==> src/card16_dma_pkg.sv <==
package card16_dma_pkg;
  // ---------------------------------------------------------------
  // configuration space offsets and fields
  // ---------------------------------------------------------------
  localparam logic [7:0] CFG_SYS_CTRL = 8'h80;
  localparam logic [7:0] CFG_SOCK_DMA0 = 8'h94;
  localparam logic [7:0] CFG_SOCK_DMA1 = 8'h98;
  localparam logic [31:0] SYS_CTRL_RESET = 32'h0000_0008;
  localparam logic [31:0] SOCK_DMA0_RESET = 32'h0000_0000;
  localparam logic [31:0] SOCK_DMA1_RESET = 32'h0000_0000;
  localparam int SYS_GLOBAL_EN_BIT = 3;
  localparam int SYS_SLOT_EN_BIT = 19;
  localparam int SYS_CHAN_LSB = 16;
  localparam int D0_ENABLE_BIT = 0;
  localparam int D0_PIN_LSB = 1;
  localparam int D1_WORD_BIT = 0;
  localparam int D1_BASE_LSB = 4;
  localparam logic [1:0] PIN_SPEAKER = 2'h0;
  localparam logic [1:0] PIN_IO_WIDTH = 2'h1;
  localparam logic [1:0] PIN_INPUT_ACK = 2'h2;
  // ---------------------------------------------------------------
  // slave register offsets within the 16-byte window
  // ---------------------------------------------------------------
  localparam logic [3:0] DMA_ADDR = 4'h0;
  localparam logic [3:0] DMA_COUNT = 4'h4;
  localparam logic [3:0] DMA_STATUS = 4'h8;
  localparam logic [3:0] DMA_MASK = 4'hc;
  localparam int STAT_TC_BIT = 0;
  localparam int STAT_REQ_BIT = 4;
  localparam int CMD_DISABLE_BIT = 2;
  localparam int MODE_DIR_LSB = 2;
  localparam logic [1:0] MODE_TO_MEM = 2'h1;
  localparam logic [1:0] MODE_TO_CARD = 2'h2;
  localparam logic MASK_RESET = 1'b1;
  // ---------------------------------------------------------------
  // centralized scheme
  // ---------------------------------------------------------------
  localparam logic [15:0] PC_NORMAL = 16'h0000;
  localparam logic [15:0] PC_NORMAL_TC = 16'h0004;
  localparam logic [15:0] PC_VERIFY = 16'h00c0;
  localparam logic [15:0] PC_VERIFY_TC = 16'h00c4;
  localparam logic [2:0] CHAN_UNUSED = 3'h4;
  localparam logic [2:0] SER_FRAME_BITS = 3'h5;
  localparam logic [2:0] GNT_FRAME_BITS = 3'h4;
  typedef enum logic [2:0] {ST_IDLE, ST_CARD, ST_REQ, ST_BUS, ST_PCPCI} xfer_state_t;
endpackage

==> src/bit_sync2.sv <==
`timescale 1ns/100ps
`default_nettype none
module bit_sync2 #(
  parameter int WIDTH = 1
) (
  input wire logic clk_in,
  input wire logic rst_in,
  input wire logic [WIDTH-1:0] d_in,
  output logic [WIDTH-1:0] q_out
);
  logic [WIDTH-1:0] meta;
  // ---------------------------------------------------------------
  // two-stage synchroniser
  // ---------------------------------------------------------------
  // resets high: every synced pin here is active low and idles high
  always_ff @(posedge clk_in) begin
    if (rst_in) begin
      meta <= '1;
      q_out <= '1;
    end else begin
      meta <= d_in;
      q_out <= meta;
    end
  end
endmodule
`default_nettype wire

==> src/card16_dma_slave.sv <==
// Functional notes
// - socket config 0 enables distributed DMA and picks request pin of three
// - socket config 1 holds slave register I/O base and byte/word size
// - offset 00h reads current address/page, writes base; 04h likewise count
// - 08h reads status, takes mode/request/command; 0Ch multichannel, mask, clear
// - legacy bits without meaning here are read-only and do nothing
// - reserved slave locations read zero and ignore writes
// - card-to-memory: take card data, request bus, single memory write, repeat
// - memory-to-card: on card request, get bus, read memory, pass to card
// - slave registers stay accessible over I/O while a distributed transfer runs
// - channel reset mid-transfer raises terminal count, ends card cycle, sets status
// - demand mode; acknowledge held until request withdrawn or terminal count
// - terminal count on OE pin to memory, WE pin to card; ack on attribute
// - centralized: serial request on legacy request line, chipset grants serially
// - per-slot centralized enable at system control bit 19, cleared at reset
// - system control bit 3 is the global centralized enable
// - channel field picks 0..7; 0-3 byte, 4 unused, 5-7 word
// - centralized width follows channel; slave registers take no part
// - centralized mode still uses socket config 0 request pin choice
// - granted with request: decode 00h, 04h I/O cycles and C0h, C4h reads
`timescale 1ns/100ps
`default_nettype none
module card16_dma_slave (
  input wire logic clk_in,
  input wire logic rst_in,
  input wire logic cfg_rd_in,
  input wire logic cfg_wr_in,
  input wire logic [7:0] cfg_addr_in,
  input wire logic [31:0] cfg_wdata_in,
  output logic cfg_ack_out,
  output logic [31:0] cfg_rdata_out,
  input wire logic io_rd_in,
  input wire logic io_wr_in,
  input wire logic [15:0] io_addr_in,
  input wire logic [3:0] io_be_in,
  input wire logic [31:0] io_wdata_in,
  output logic io_ack_out,
  output logic io_miss_out,
  output logic [31:0] io_rdata_out,
  output logic pci_req_n_out,
  input wire logic pci_gnt_n_in,
  input wire logic pci_idle_in,
  output logic mst_start_out,
  output logic mst_write_out,
  output logic [31:0] mst_addr_out,
  output logic [15:0] mst_wdata_out,
  input wire logic mst_done_in,
  input wire logic [15:0] mst_rdata_in,
  input wire logic card_speaker_pin_n_in,
  input wire logic card_io_width_pin_n_in,
  input wire logic card_input_ack_pin_n_in,
  output logic card_cycle_out,
  output logic card_write_out,
  output logic card_word_out,
  output logic [15:0] card_wdata_out,
  input wire logic card_done_in,
  input wire logic [15:0] card_rdata_in,
  output logic card_dma_ack_out,
  output logic card_oe_tc_out,
  output logic card_we_tc_out,
  output logic legacy_request_line_out,
  input wire logic legacy_grant_line_n_in
);
  import card16_dma_pkg::*;

  // ---------------------------------------------------------------
  // pin synchronisers
  // ---------------------------------------------------------------
  logic [3:0] pins_s;
  bit_sync2 #(.WIDTH(4)) u_sync (
    .clk_in(clk_in),
    .rst_in(rst_in),
    .d_in({legacy_grant_line_n_in, card_input_ack_pin_n_in,
           card_io_width_pin_n_in, card_speaker_pin_n_in}),
    .q_out(pins_s)
  );

  logic [31:0] sys_ctrl, sock_dma0, sock_dma1;
  logic [31:0] next_sys_ctrl, next_sock_dma0, next_sock_dma1, next_cfg_rdata;
  logic next_cfg_ack;
  logic card_dma_request, distributed_dma_en, word_mode, slot_on, chan_word, granted, pc_tc_done;
  logic [2:0] chan;

  // request pin choice is shared by both schemes
  always_comb begin
    case (sock_dma0[D0_PIN_LSB +: 2])
      PIN_SPEAKER: card_dma_request = !pins_s[0];
      PIN_IO_WIDTH: card_dma_request = !pins_s[1];
      PIN_INPUT_ACK: card_dma_request = !pins_s[2];
      default: card_dma_request = 1'b0;
    endcase
  end
  assign distributed_dma_en = sock_dma0[D0_ENABLE_BIT];
  assign word_mode = sock_dma1[D1_WORD_BIT];
  assign chan = sys_ctrl[SYS_CHAN_LSB +: 3];
  assign chan_word = chan[2];
  assign slot_on = sys_ctrl[SYS_SLOT_EN_BIT] && sys_ctrl[SYS_GLOBAL_EN_BIT];

  // ---------------------------------------------------------------
  // configuration registers
  // ---------------------------------------------------------------
  always_comb begin
    next_sys_ctrl = sys_ctrl;
    next_sock_dma0 = sock_dma0;
    next_sock_dma1 = sock_dma1;
    next_cfg_ack = cfg_rd_in || cfg_wr_in;
    next_cfg_rdata = 32'h0000_0000;
    case (cfg_addr_in)
      CFG_SYS_CTRL: begin
        next_cfg_rdata = sys_ctrl;
        if (cfg_wr_in) next_sys_ctrl = cfg_wdata_in;
      end
      CFG_SOCK_DMA0: begin
        next_cfg_rdata = sock_dma0;
        if (cfg_wr_in) next_sock_dma0 = cfg_wdata_in;
      end
      CFG_SOCK_DMA1: begin
        next_cfg_rdata = sock_dma1;
        if (cfg_wr_in) next_sock_dma1 = cfg_wdata_in;
      end
      default: next_cfg_rdata = 32'h0000_0000;
    endcase
  end

  // bit 19 clears and bit 3 sets at reset
  always_ff @(posedge clk_in) begin
    if (rst_in) begin
      sys_ctrl <= SYS_CTRL_RESET;
      sock_dma0 <= SOCK_DMA0_RESET;
      sock_dma1 <= SOCK_DMA1_RESET;
      cfg_ack_out <= 1'b0;
      cfg_rdata_out <= 32'h0000_0000;
    end else begin
      sys_ctrl <= next_sys_ctrl;
      sock_dma0 <= next_sock_dma0;
      sock_dma1 <= next_sock_dma1;
      cfg_ack_out <= next_cfg_ack;
      cfg_rdata_out <= next_cfg_rdata;
    end
  end

  // ---------------------------------------------------------------
  // serialized request and grant
  // ---------------------------------------------------------------
  logic [2:0] ser_cnt, gr_cnt, next_ser_cnt, next_gr_cnt;
  logic [4:0] ser_shift, next_ser_shift;
  logic [3:0] gr_shift, next_gr_shift;
  logic sent_req, next_sent_req, next_line, next_granted, cen_req;
  assign cen_req = slot_on && card_dma_request && (chan != CHAN_UNUSED);

  // frame: start 0, request state, channel lsb first; resent on each change
  always_comb begin
    next_ser_cnt = ser_cnt;
    next_ser_shift = ser_shift;
    next_sent_req = sent_req;
    next_line = 1'b1;
    next_gr_cnt = gr_cnt;
    next_gr_shift = gr_shift;
    next_granted = granted;
    if (ser_cnt != 3'h0) begin
      next_line = ser_shift[0];
      next_ser_shift = {1'b1, ser_shift[4:1]};
      next_ser_cnt = ser_cnt - 3'h1;
    end else if (cen_req != sent_req) begin
      next_line = 1'b0;
      next_ser_shift = {1'b1, chan, cen_req};
      next_ser_cnt = SER_FRAME_BITS - 3'h1;
      next_sent_req = cen_req;
    end
    // grant frame: start 0, valid, channel lsb first
    if (gr_cnt != 3'h0) begin
      next_gr_shift = {pins_s[3], gr_shift[3:1]};
      next_gr_cnt = gr_cnt - 3'h1;
      if (gr_cnt == 3'h1) begin
        next_granted = pins_s[3] == chan[2] && gr_shift[3:2] == chan[1:0] &&
                       gr_shift[1] && slot_on;
      end
    end else if (!pins_s[3]) begin
      next_gr_cnt = GNT_FRAME_BITS;
    end
    if (pc_tc_done || !slot_on) next_granted = 1'b0;
  end

  always_ff @(posedge clk_in) begin
    if (rst_in) begin
      ser_cnt <= 3'h0;
      ser_shift <= 5'h1f;
      sent_req <= 1'b0;
      legacy_request_line_out <= 1'b1;
      gr_cnt <= 3'h0;
      gr_shift <= 4'h0;
      granted <= 1'b0;
    end else begin
      ser_cnt <= next_ser_cnt;
      ser_shift <= next_ser_shift;
      sent_req <= next_sent_req;
      legacy_request_line_out <= next_line;
      gr_cnt <= next_gr_cnt;
      gr_shift <= next_gr_shift;
      granted <= next_granted;
    end
  end

  // ---------------------------------------------------------------
  // transfer engine, slave registers and card port
  // ---------------------------------------------------------------
  xfer_state_t state, next_state;
  logic [31:0] base_addr, cur_addr, next_base_addr, next_cur_addr;
  logic [15:0] base_count, cur_count, next_base_count, next_cur_count, hold, next_hold;
  logic [1:0] mode, next_mode;
  logic cmd_dis, mask, status_tc, pc_tc, to_mem, go, distributed_dma_hit, pc_hit, mclr, io_req;
  logic next_cmd_dis, next_mask, next_status_tc, next_pc_tc, next_pc_tc_done, done_xfer;
  logic next_io_ack, next_io_miss, next_req_n, next_start, next_mwrite;
  logic next_cyc, next_cwrite, next_cword, next_card_dma_ack, next_oe_tc, next_we_tc;
  logic [31:0] next_io_rdata;
  logic [15:0] next_cwdata;

  assign to_mem = mode == MODE_TO_MEM;
  assign io_req = io_rd_in || io_wr_in;
  assign distributed_dma_hit = distributed_dma_en && io_addr_in[15:4] == sock_dma1[D1_BASE_LSB +: 12];
  assign pc_hit = granted && card_dma_request && state == ST_IDLE &&
                  (io_addr_in == PC_NORMAL || io_addr_in == PC_NORMAL_TC ||
                   (io_rd_in && (io_addr_in == PC_VERIFY || io_addr_in == PC_VERIFY_TC)));
  assign mclr = io_wr_in && !pc_hit && distributed_dma_hit && io_addr_in[3:0] == DMA_MASK && io_be_in[1];
  assign go = distributed_dma_en && !mask && !cmd_dis && card_dma_request &&
              (mode == MODE_TO_MEM || mode == MODE_TO_CARD);

  always_comb begin
    next_state = state;
    next_base_addr = base_addr;
    next_cur_addr = cur_addr;
    next_base_count = base_count;
    next_cur_count = cur_count;
    next_hold = hold;
    next_mode = mode;
    next_cmd_dis = cmd_dis;
    next_mask = mask;
    next_status_tc = status_tc;
    next_pc_tc = pc_tc;
    next_pc_tc_done = 1'b0;
    next_io_ack = 1'b0;
    next_io_miss = 1'b0;
    next_io_rdata = io_rdata_out;
    next_req_n = pci_req_n_out;
    next_start = 1'b0;
    next_mwrite = mst_write_out;
    next_cyc = card_cycle_out;
    next_cwrite = card_write_out;
    next_cword = card_word_out;
    next_cwdata = card_wdata_out;
    next_card_dma_ack = card_dma_ack_out;
    next_oe_tc = card_oe_tc_out;
    next_we_tc = card_we_tc_out;
    done_xfer = 1'b0;
    // reading status clears terminal count; a set below still wins
    if (io_rd_in && !pc_hit && distributed_dma_hit && io_addr_in[3:0] == DMA_STATUS) next_status_tc = 1'b0;
    case (state)
      ST_IDLE: begin
        next_card_dma_ack = go;
        if (go && to_mem) begin
          next_state = ST_CARD;
          next_cyc = 1'b1;
          next_cwrite = 1'b0;
          next_cword = word_mode;
          next_oe_tc = cur_count == 16'h0000;
        end else if (go) begin
          next_state = ST_REQ;
          next_req_n = 1'b0;
        end
      end
      ST_CARD: if (card_done_in) begin
        next_cyc = 1'b0;
        next_oe_tc = 1'b0;
        next_we_tc = 1'b0;
        if (to_mem) begin
          next_hold = card_rdata_in;
          next_state = ST_REQ;
          next_req_n = 1'b0;
        end else begin
          done_xfer = 1'b1;
          next_state = ST_IDLE;
        end
      end
      ST_REQ: if (!pci_gnt_n_in && pci_idle_in) begin
        next_req_n = 1'b1;
        next_start = 1'b1;
        next_mwrite = to_mem;
        next_state = ST_BUS;
      end
      ST_BUS: if (mst_done_in) begin
        if (to_mem) begin
          done_xfer = 1'b1;
          next_state = ST_IDLE;
        end else begin
          next_cwdata = mst_rdata_in;
          next_cyc = 1'b1;
          next_cwrite = 1'b1;
          next_cword = word_mode;
          next_we_tc = cur_count == 16'h0000;
          next_state = ST_CARD;
        end
      end
      ST_PCPCI: if (card_done_in) begin
        next_cyc = 1'b0;
        next_oe_tc = 1'b0;
        next_we_tc = 1'b0;
        next_io_ack = 1'b1;
        next_io_rdata = {16'h0000, card_rdata_in};
        next_pc_tc_done = pc_tc;
        next_state = ST_IDLE;
      end
      default: next_state = ST_IDLE;
    endcase
    if (done_xfer) begin
      next_cur_addr = cur_addr + (word_mode ? 32'h0000_0002 : 32'h0000_0001);
      if (cur_count == 16'h0000) begin
        next_status_tc = 1'b1;
        next_mask = 1'b1;
        next_card_dma_ack = 1'b0;
      end else begin
        next_cur_count = cur_count - 16'h0001;
      end
    end
    // slave registers answer in every engine state but ST_PCPCI; centralized cycles start only in ST_IDLE
    if (io_req && pc_hit) begin
      next_state = ST_PCPCI;
      next_cyc = 1'b1;
      next_cwrite = io_wr_in;
      next_cwdata = io_wdata_in[15:0];
      next_cword = chan_word;
      next_pc_tc = io_addr_in[2];
      next_oe_tc = io_addr_in[2] && io_rd_in;
      next_we_tc = io_addr_in[2] && io_wr_in;
    end else if (io_req && distributed_dma_hit && state != ST_PCPCI) begin
      next_io_ack = 1'b1;
      next_io_rdata = 32'h0000_0000;
      case (io_addr_in[3:0])
        DMA_ADDR: begin
          next_io_rdata = cur_addr;
          if (io_wr_in) begin
            next_base_addr = io_wdata_in;
            next_cur_addr = io_wdata_in;
          end
        end
        DMA_COUNT: begin
          next_io_rdata = {16'h0000, cur_count};
          if (io_wr_in) begin
            next_base_count = io_wdata_in[15:0];
            next_cur_count = io_wdata_in[15:0];
          end
        end
        DMA_STATUS: begin
          next_io_rdata[STAT_TC_BIT] = status_tc;
          next_io_rdata[STAT_REQ_BIT] = card_dma_request;
          if (io_wr_in && io_be_in[0]) next_cmd_dis = io_wdata_in[CMD_DISABLE_BIT];
          if (io_wr_in && io_be_in[2]) next_mode = io_wdata_in[16 + MODE_DIR_LSB +: 2];
          if (io_wr_in && io_be_in[1]) next_mask = 1'b0; // request also unmasks
        end
        DMA_MASK: begin
          next_io_rdata[0] = mask;
          if (io_wr_in && io_be_in[0]) next_mask = io_wdata_in[0];
          if (mclr) begin
            next_mask = MASK_RESET;
            next_cmd_dis = 1'b0;
            next_status_tc = 1'b0;
            next_state = ST_IDLE;
            next_req_n = 1'b1;
            next_start = 1'b0; // an abort never launches a memory cycle
            next_cyc = 1'b0;
            next_card_dma_ack = 1'b0;
            next_oe_tc = 1'b0;
            next_we_tc = 1'b0;
            if (state != ST_IDLE) begin
              next_status_tc = 1'b1;
              next_oe_tc = to_mem;
              next_we_tc = !to_mem;
            end
          end
        end
        default: next_io_rdata = 32'h0000_0000;
      endcase
    end else if (io_req) begin
      next_io_miss = 1'b1;
    end
    // terminal count wins over a mask or request write in the same cycle
    if (done_xfer && cur_count == 16'h0000) next_mask = 1'b1;
  end

  always_ff @(posedge clk_in) begin
    if (rst_in) begin
      state <= ST_IDLE;
      base_addr <= 32'h0000_0000;
      cur_addr <= 32'h0000_0000;
      base_count <= 16'h0000;
      cur_count <= 16'h0000;
      hold <= 16'h0000;
      mode <= 2'h0;
      cmd_dis <= 1'b0;
      mask <= MASK_RESET;
      status_tc <= 1'b0;
      pc_tc <= 1'b0;
      pc_tc_done <= 1'b0;
      io_ack_out <= 1'b0;
      io_miss_out <= 1'b0;
      io_rdata_out <= 32'h0000_0000;
      pci_req_n_out <= 1'b1;
      mst_start_out <= 1'b0;
      mst_write_out <= 1'b0;
      card_cycle_out <= 1'b0;
      card_write_out <= 1'b0;
      card_word_out <= 1'b0;
      card_wdata_out <= 16'h0000;
      card_dma_ack_out <= 1'b0;
      card_oe_tc_out <= 1'b0;
      card_we_tc_out <= 1'b0;
    end else begin
      state <= next_state;
      base_addr <= next_base_addr;
      cur_addr <= next_cur_addr;
      base_count <= next_base_count;
      cur_count <= next_cur_count;
      hold <= next_hold;
      mode <= next_mode;
      cmd_dis <= next_cmd_dis;
      mask <= next_mask;
      status_tc <= next_status_tc;
      pc_tc <= next_pc_tc;
      pc_tc_done <= next_pc_tc_done;
      io_ack_out <= next_io_ack;
      io_miss_out <= next_io_miss;
      io_rdata_out <= next_io_rdata;
      pci_req_n_out <= next_req_n;
      mst_start_out <= next_start;
      mst_write_out <= next_mwrite;
      card_cycle_out <= next_cyc;
      card_write_out <= next_cwrite;
      card_word_out <= next_cword;
      card_wdata_out <= next_cwdata;
      card_dma_ack_out <= next_card_dma_ack;
      card_oe_tc_out <= next_oe_tc;
      card_we_tc_out <= next_we_tc;
    end
  end
  // master address and data follow the engine's own registers
  always_ff @(posedge clk_in) begin
    if (rst_in) begin
      mst_addr_out <= 32'h0000_0000;
      mst_wdata_out <= 16'h0000;
    end else begin
      mst_addr_out <= next_cur_addr;
      mst_wdata_out <= next_hold;
    end
  end

  // ---------------------------------------------------------------
  // checks
  // ---------------------------------------------------------------
  a_req_holds: assert property (@(posedge clk_in) disable iff (rst_in)
    (state == ST_REQ && pci_gnt_n_in && !mclr) |=> (state == ST_REQ && !pci_req_n_out))
    else $error("bus request dropped before grant");
  a_start_on_grant: assert property (@(posedge clk_in) disable iff (rst_in)
    $rose(mst_start_out) |-> !$past(pci_gnt_n_in) && $past(pci_idle_in) &&
    $past(state) == ST_REQ)
    else $error("master cycle started without idle grant");
  a_write_dir: assert property (@(posedge clk_in) disable iff (rst_in)
    mst_start_out |-> (mst_write_out == to_mem) ##1 (state == ST_BUS || $past(mclr)))
    else $error("master cycle direction wrong");
  a_ack_during: assert property (@(posedge clk_in) disable iff (rst_in)
    (state == ST_CARD || state == ST_REQ || state == ST_BUS) |-> card_dma_ack_out)
    else $error("acknowledge dropped during transfer");
  a_abort_tc: assert property (@(posedge clk_in) disable iff (rst_in)
    (mclr && state != ST_IDLE && state != ST_PCPCI) |=> status_tc && !card_cycle_out &&
    (card_oe_tc_out || card_we_tc_out) && state == ST_IDLE)
    else $error("channel reset did not raise terminal count");
  a_io_answer: assert property (@(posedge clk_in) disable iff (rst_in)
    (io_req && distributed_dma_hit && !pc_hit && state != ST_PCPCI) |=> io_ack_out && !io_miss_out)
    else $error("slave register access not answered");
  a_tc_pin_dir: assert property (@(posedge clk_in) disable iff (rst_in)
    card_cycle_out |-> !(card_oe_tc_out && card_write_out) && !(card_we_tc_out && !card_write_out))
    else $error("terminal count on wrong card pin");
  a_pc_tc_clear: assert property (@(posedge clk_in) disable iff (rst_in)
    pc_tc_done |=> !granted ##1 !card_cycle_out)
    else $error("grant survived terminal count cycle");
endmodule
`default_nettype wire

==> config.mk <==
export PLATFORM = sky130hd
export DESIGN_NAME = card16_dma_slave
export DESIGN_NICKNAME = d
export VERILOG_FILES = /design/src/card16_dma_pkg.sv /design/src/bit_sync2.sv /design/src/card16_dma_slave.sv
export SDC_FILE = /design/constraint.sdc
export NUM_CORES = 1
export LEC_CHECK = 0
export ABC_AREA = 1
export BUFFER_PORTS_ARGS = -buffer_cell sky130_fd_sc_hd__buf_2
export CORE_MARGIN = 2
export CORE_UTILIZATION = 54
export DETAILED_ROUTE_END_ITERATION = 16
export GPL_TIMING_DRIVEN = 0
export PLACE_DENSITY = 0.79
export SKIP_CTS_REPAIR_TIMING = 1
export SLEW_MARGIN = 20
export SYNTH_ARGS = -nofsm -noshare
export SYNTH_HDL_FRONTEND = slang
export SYNTH_SLANG_ARGS = --single-unit
==> constraint.sdc <==
create_clock -name clk_in -period 5.42 [get_ports clk_in]
set_input_delay 0.813 -clock clk_in [delete_from_list [all_inputs] [get_ports clk_in]]
set_output_delay 0.813 -clock clk_in [all_outputs]
set_load 0.005 [all_outputs]
; ---- After elaboration in Yosys (flattened, before gate mapping)
; Cells that the tools add are included.
[word_totals]
ff_bits = 287
latchBits = 0
ramBits = 0
romBits = 0
in_bits = 138
n_memories = 0
[classes]
addsub = 4
multipliers = 0
div_mod_pow = 0
n_lt_le_gt_ge = 0
n_eq_ne = 31
shift = 0
n_mux = 135
bitwise_logic = 4
reduce_logical = 79
[op_table]
columns = cell, count
row1 = $mux W32, 9
row2 = $mux W16, 10
row3 = $pmux W32 S3, 1
row4 = $mux W1, 82
row5 = $pmux W27 S2, 1
row6 = $mux W3, 14
row7 = $logic_and A1 B1 Y1, 33
row8 = $add A32 B2 Y32, 1
row9 = $eq A16 B8 Y1 const B, 2
row10 = $logic_not A16 Y1, 2
row11 = $eq A8 B8 Y1 const B, 3
row12 = $eq A16 B3 Y1 const B, 1
row13 = $sub A16 B1 Y16 const B, 1
row14 = $pmux W3 S5, 1
row15 = $pmux W1 S2, 7
row16 = $eq A12 B12 Y1, 1
row17 = $ne A3 B3 Y1 const B, 4
row18 = $pmux W1 S3, 4
row19 = $reduce_and A2 Y1, 6
row20 = $reduce_bool A3 Y1, 4
row21 = $logic_not A1 Y1, 9
row22 = $eq A4 B4 Y1 const B, 2
row23 = $mux W4, 2
row24 = $reduce_and A4 Y1, 2
row25 = other kinds (26), 51

; ---- Longest topological paths before layout
[depth]
depth_word = 16
mapped_depth = 16
depth_no_buf = 16

; ---- Cells and area by module
; A second synthesis with hierarchy kept.
[hier_totals]
cells_unflattened = 2094
hier_area_um2 = 13863.3
[by_module_without_submodules]
columns = module, instances, cells_each, area_per_inst_um2, seq_area_each_um2
row1 = card16_dma_slave, 1, 2069, 13639.3, 5565.3
row2 = bit_sync2, 1, 25, 224.0, 160.2

; ---- Worst setup path after synthesis
; Ideal clock, no wire load.
[synth_timing]
path_type = input -> register
from = input io_addr_in[1]
to = register cur_count[7]
arrival_time_ns = 2.086
t_required_ns = 5.303
slack_ns = 3.217
path_stages = 10
n_path_buf = 2
path_cell_list = nor2_1 > nand2_2 > nor3b_2 > nand3_2 > nand3_4 > buf_6 > nor2_4 > buf_6 > nor3_1 > nor2_1
[synth_via]
elab_chain_len = 7
[synth_lines]
columns = element, line_no
row1 = "start, declared", card16_dma_slave.sv:34  ; input wire logic [15:0] io_addr_in,
row2 = $eq A16 B8 Y1, card16_dma_slave.sv:223  ; (io_rd_in && (io_addr_in == PC_VERIFY || io_addr_in == PC_VERIFY_TC)));
row3 = $logic_or A1 B1 Y1, card16_dma_slave.sv:223
row4 = $logic_and A1 B1 Y1, card16_dma_slave.sv:223
row5 = $logic_or A1 B1 Y1, card16_dma_slave.sv:222  ; (io_addr_in == PC_NORMAL || io_addr_in == PC_NORMAL_TC ||
row6 = $logic_and A1 B1 Y1, card16_dma_slave.sv:221  ; assign pc_hit = granted && card_dma_request && state == ST_IDLE &&
row7 = $logic_and A1 B1 Y1, card16_dma_slave.sv:325  ; if (io_req && pc_hit) begin
row8 = $mux W16 (*), card16_dma_slave.sv:325
row9 = "end signal, assigned", card16_dma_slave.sv:421  ; cur_count <= next_cur_count;
row10 = "end, declared", card16_dma_slave.sv:209  ; logic [15:0] base_count, cur_count, next_base_count, next_cur_count, hold, next_hold;
; Every way passes the cells marked *; elsewhere a longest branch is shown, timed or not.
; A chain may end at the register's enable or synchronous reset.

; ---- Worst setup path in the final report
[layout_timing]
from = register sock_dma1[0]
to = register mst_addr_out[18]
[layout_via]
elab_chain_len = 7
[layout_lines]
columns = element, line_no
row1 = "start, declared", card16_dma_slave.sv:78  ; logic [31:0] sys_ctrl, sock_dma0, sock_dma1;
row2 = "start signal, assigned", card16_dma_slave.sv:136  ; sock_dma1 <= next_sock_dma1;
row3 = $mux W2 (*), card16_dma_slave.sv:315  ; next_cur_addr = cur_addr + (word_mode ? 32'h0000_0002 : 32'h0000_0001);
row4 = $add A32 B2 Y32 (*), card16_dma_slave.sv:315
row5 = $mux W32 (*), card16_dma_slave.sv:314  ; if (done_xfer) begin
row6 = $mux W32, card16_dma_slave.sv:340  ; if (io_wr_in) begin
row7 = $mux W32, card16_dma_slave.sv:337  ; case (io_addr_in[3:0])
row8 = $mux W32, card16_dma_slave.sv:334  ; end else if (io_req && distributed_dma_hit && state != ST_PCPCI) begin
row9 = $mux W32 (*), card16_dma_slave.sv:325
row10 = "end signal, assigned", card16_dma_slave.sv:450  ; mst_addr_out <= next_cur_addr;
row11 = "end, declared", card16_dma_slave.sv:45  ; output logic [31:0] mst_addr_out,
; Marks and branches as above.

==> metrics.txt <==
Post-synth ARST share 0%; DRC Markers 0; vias in the first global route 13,563; Placement Cell Area 15,600 sq um; core area 25,200 sq um; worst r2r src sock_dma1[0]$_SDFFE_PP0P_; status finished, final reports clean; final wirelength 46,800 um; Worst Setup SP sock_dma1[0]$_SDFFE_PP0P_; Tmin final 2590 ps; Synth Register Bits 286; post-synthesis cell type count 47; crit end category flip-flop; register area share after synthesis 41.4%; slowest stage delay, CP 410 ps; Vias 14,766; Synth area leaders dfxtp_1 41%, nand2_1 15%, nor2_1 10%; row count 58; mux share of post-synthesis cell area 0.977%; FF-to-FF setup slack 2830 ps; post-synth net total 2,225; commonest non-fill, non-tap cell in the layout nand2_1; total number of yosys warnings 0; htree depth 1; WP buf/inv 3; final worst-path cycle share 47.7%; reg-to-reg endpoint mst_addr_out[18]$_SDFF_PP0_; Detailed Routing Iterations Pass 1 5; Root Driver clkbuf_16; FF-to-FF path depth 14; initial core utilization 54.9%; Total GRT Usage 33.9%; Final Cell Area 16,600 sq um; Post-Synth Adder-Cell Area 0.868%; chip height 164 um; most frequent cells in the layout 537 x nand2_1, 371 x nor2_1, 288 x buf_2, 286 x dfxtp_1, 239 x inv_1; DRC violation total after the first TritonRoute iteration 1,359; type of the worst min-delay path reg2reg; Fmax 0.387 GHz; initial antenna violation count 2; die width 164 um; clock skew 19.2 ps; Mapped Area 13,800 sq um; Vias/cell 5.39; maxcap violations 0; post-route worst setup slack 2830 ps; Slew Limit Fails 0; CP endpoint mst_addr_out[18]$_SDFF_PP0_; Worst path depth 14; share of cells above drive strength 1 16.1%; drt wl/cell 17.1 um; grt ovf 0; Worst EP required 5870 ps; CP Max Fanout 5; Rel. slew slack 42.6%; Setup violations, final 0; critical path class reg2reg; simple-gate share of the synthesized area 31.7%; P_leak 7.83 nW; Top delay family on crit path simple AND/OR/NAND/NOR gates; global-route wire length before repair 71,500 um; Slew @ Worst Pin 861 ps; worst path cell trace inv_1 > ha_1 > inv_1 > fa_1 > nor2_1 > nand2_1 > inv_1 > nand2_1 > nor2_2 > nand4_1 > nand2_1 > nand2_1 > nand2_1 > nor2_1; Arrival @ worst endpoint 3030 ps; DP Worst Slack 2500 ps; antenna viol nets, final 0; final hold vios 0; Detailed Place HPWL 36,200 um; Hold Slack 420 ps; CTS max path bufs 3; EDFF count, synth 0; Final TNS setup 0 ps; nets@finish 2,531; I/O Pins 279; CTS sink cnt 286; slowest CP cell fa_1; CTS tree done; most numerous cell on the critical path nand2_1; CP startpoint kind flip-flop; RSZ-0062 raised after global routing no; top cell type's share of synthesized area 41.4%; Worst VDD drop 0.261 mV; insertion delay of the later-clocked pin in the worst-skew pair 570 ps; Layout area overhead 19.9%; CTS Buf Count 30; area of the die 26,900 sq um; cells after synthesis 2,078; GP Congestion 0.973; Filler Cell Count 2,338; post-synthesis area per instance 6.66 sq um; Power per Cell Area 278 nW/um^2; Synth area leader dfxtp_1; main flop type after synthesis dfxtp_1; Reg clk slew, reported paths 60 ps; Port-buffer cells 274; post-synthesis xor/xnor area fraction 1.65%; largest family of logic cells by synthesized area simple AND/OR/NAND/NOR gates; Synth Area in Compound Gates 14.0%; largest net degree at the start of global routing 16
==> worst reg2reg max path: cells and delay by family (launching register included) <==
kind | cells | cell delay, ps
and+or+nand+nor | 9 | 1050
adders and majority gates | 2 | 630
buffers and inverters | 3 | 440
DFF | 1 | 350
==> per-layer routing <==
metal,vias up,GRT usage [%],wire (um),part of all wire (%)
met3,148,5.05,3800,8.1
met4,2,15.9,2190,4.7
met2,713,57.7,22100,47
met1,6700,42.2,18700,40
li1,7203,-,-,-
met5,-,0,12,0.026
==> Yosys cell counts, drive strengths merged, types with 3 or more instances <==
master	number
xnor2	6
a21oi	115
nand3b	23
inv	244
o22ai	8
buf	31
clkbuf	58
nand3	67
o2111ai	4
nand2	541
a31oi	18
mux2	12
o211a	3
nand4	18
dfxtp	286
ha	8
or2	9
xor2	20
nor3	18
o221ai	29
nor2	382
o21ai	164
==> state kept, by name, summed over array words and instances, names as in the netlist, 2 cells and up <==
| signal | count |
|---|---|
| u_sync.q_out | 4 |
| sys_ctrl | 32 |
| sock_dma1 | 32 |
| io_rdata_out | 32 |
| cur_count | 16 |
| sock_dma0 | 32 |
| gr_shift | 3 |
| mode | 2 |
| state | 3 |
| ser_shift | 4 |
| mst_wdata_out | 16 |
| ser_cnt | 3 |
| mst_addr_out | 32 |
| gr_cnt | 3 |
| u_sync.meta | 4 |
| cfg_rdata_out | 32 |
| card_wdata_out | 16 |
==> where the power goes <==
group / switching (W) / internal, W / total (W)
clock: 0.000856 / 0.00115 / 0.00200
sequential: 0.0000350 / 0.00216 / 0.00219
combinational: 0.000267 / 0.000137 / 0.000404
==> cells by family (layout without fill, tap and decap cells) <==
family / count (synthesis) / after routing
XOR/XNOR: 26 / 26
multiplexers: 12 / 12
adder cells (fa/ha/maj): 9 / 9
flip-flops: 286 / 286
buffers and inverters: 335 / 663
AND/OR/NAND/NOR: 1062 / 1062
other: 0 / 2
AO/OA/AOI/OAI: 348 / 348
==> through the flow <==
step / total power [W] / instances / utilization [%]
after detailed placement: 0.00263 / 2682 / 62.0
after global routing: 0.00475 / 2736 / 65.8
after CTS: 0.00461 / 2736 / 65.8
after floorplan: 0.00247 / 2078 / -
final: 0.00460 / 2738 / 65.8
after global placement: 0.00261 / 2682 / 62.0
==> worst min-delay path by stage <==
stage	startpoint	to	slack, ps	cells after the start
global placement	u_sync.meta[3]$_SDFF_PP1_	u_sync.q_out[3]$_SDFF_PP1_	400	1
floorplan	u_sync.meta[0]$_SDFF_PP1_	u_sync.q_out[0]$_SDFF_PP1_	390	1
finish	u_sync.meta[3]$_SDFF_PP1_	u_sync.q_out[3]$_SDFF_PP1_	420	1
detailed placement	u_sync.meta[3]$_SDFF_PP1_	u_sync.q_out[3]$_SDFF_PP1_	400	1
CTS	u_sync.meta[3]$_SDFF_PP1_	u_sync.q_out[3]$_SDFF_PP1_	420	1
global route	u_sync.meta[3]$_SDFF_PP1_	u_sync.q_out[3]$_SDFF_PP1_	420	1
==> final cells by class <==
cell class / instances / area [sq um] / share of cell area [%]
Clock inverter: 9 / 90.1 / 0.543
Clock buffer: 45 / 867 / 5.23
Sequential cell: 286 / 5730 / 34.5
Buffer: 89 / 389 / 2.35
Tap cell: 330 / 413 / 2.49
Antenna cell: 2 / 5.00 / 0.0302
Multi-Input combinational cell: 1457 / 6790 / 41.0
Inverter: 246 / 923 / 5.57
Timing Repair Buffer: 274 / 1370 / 8.27
Power figures use the tool's default switching activity.
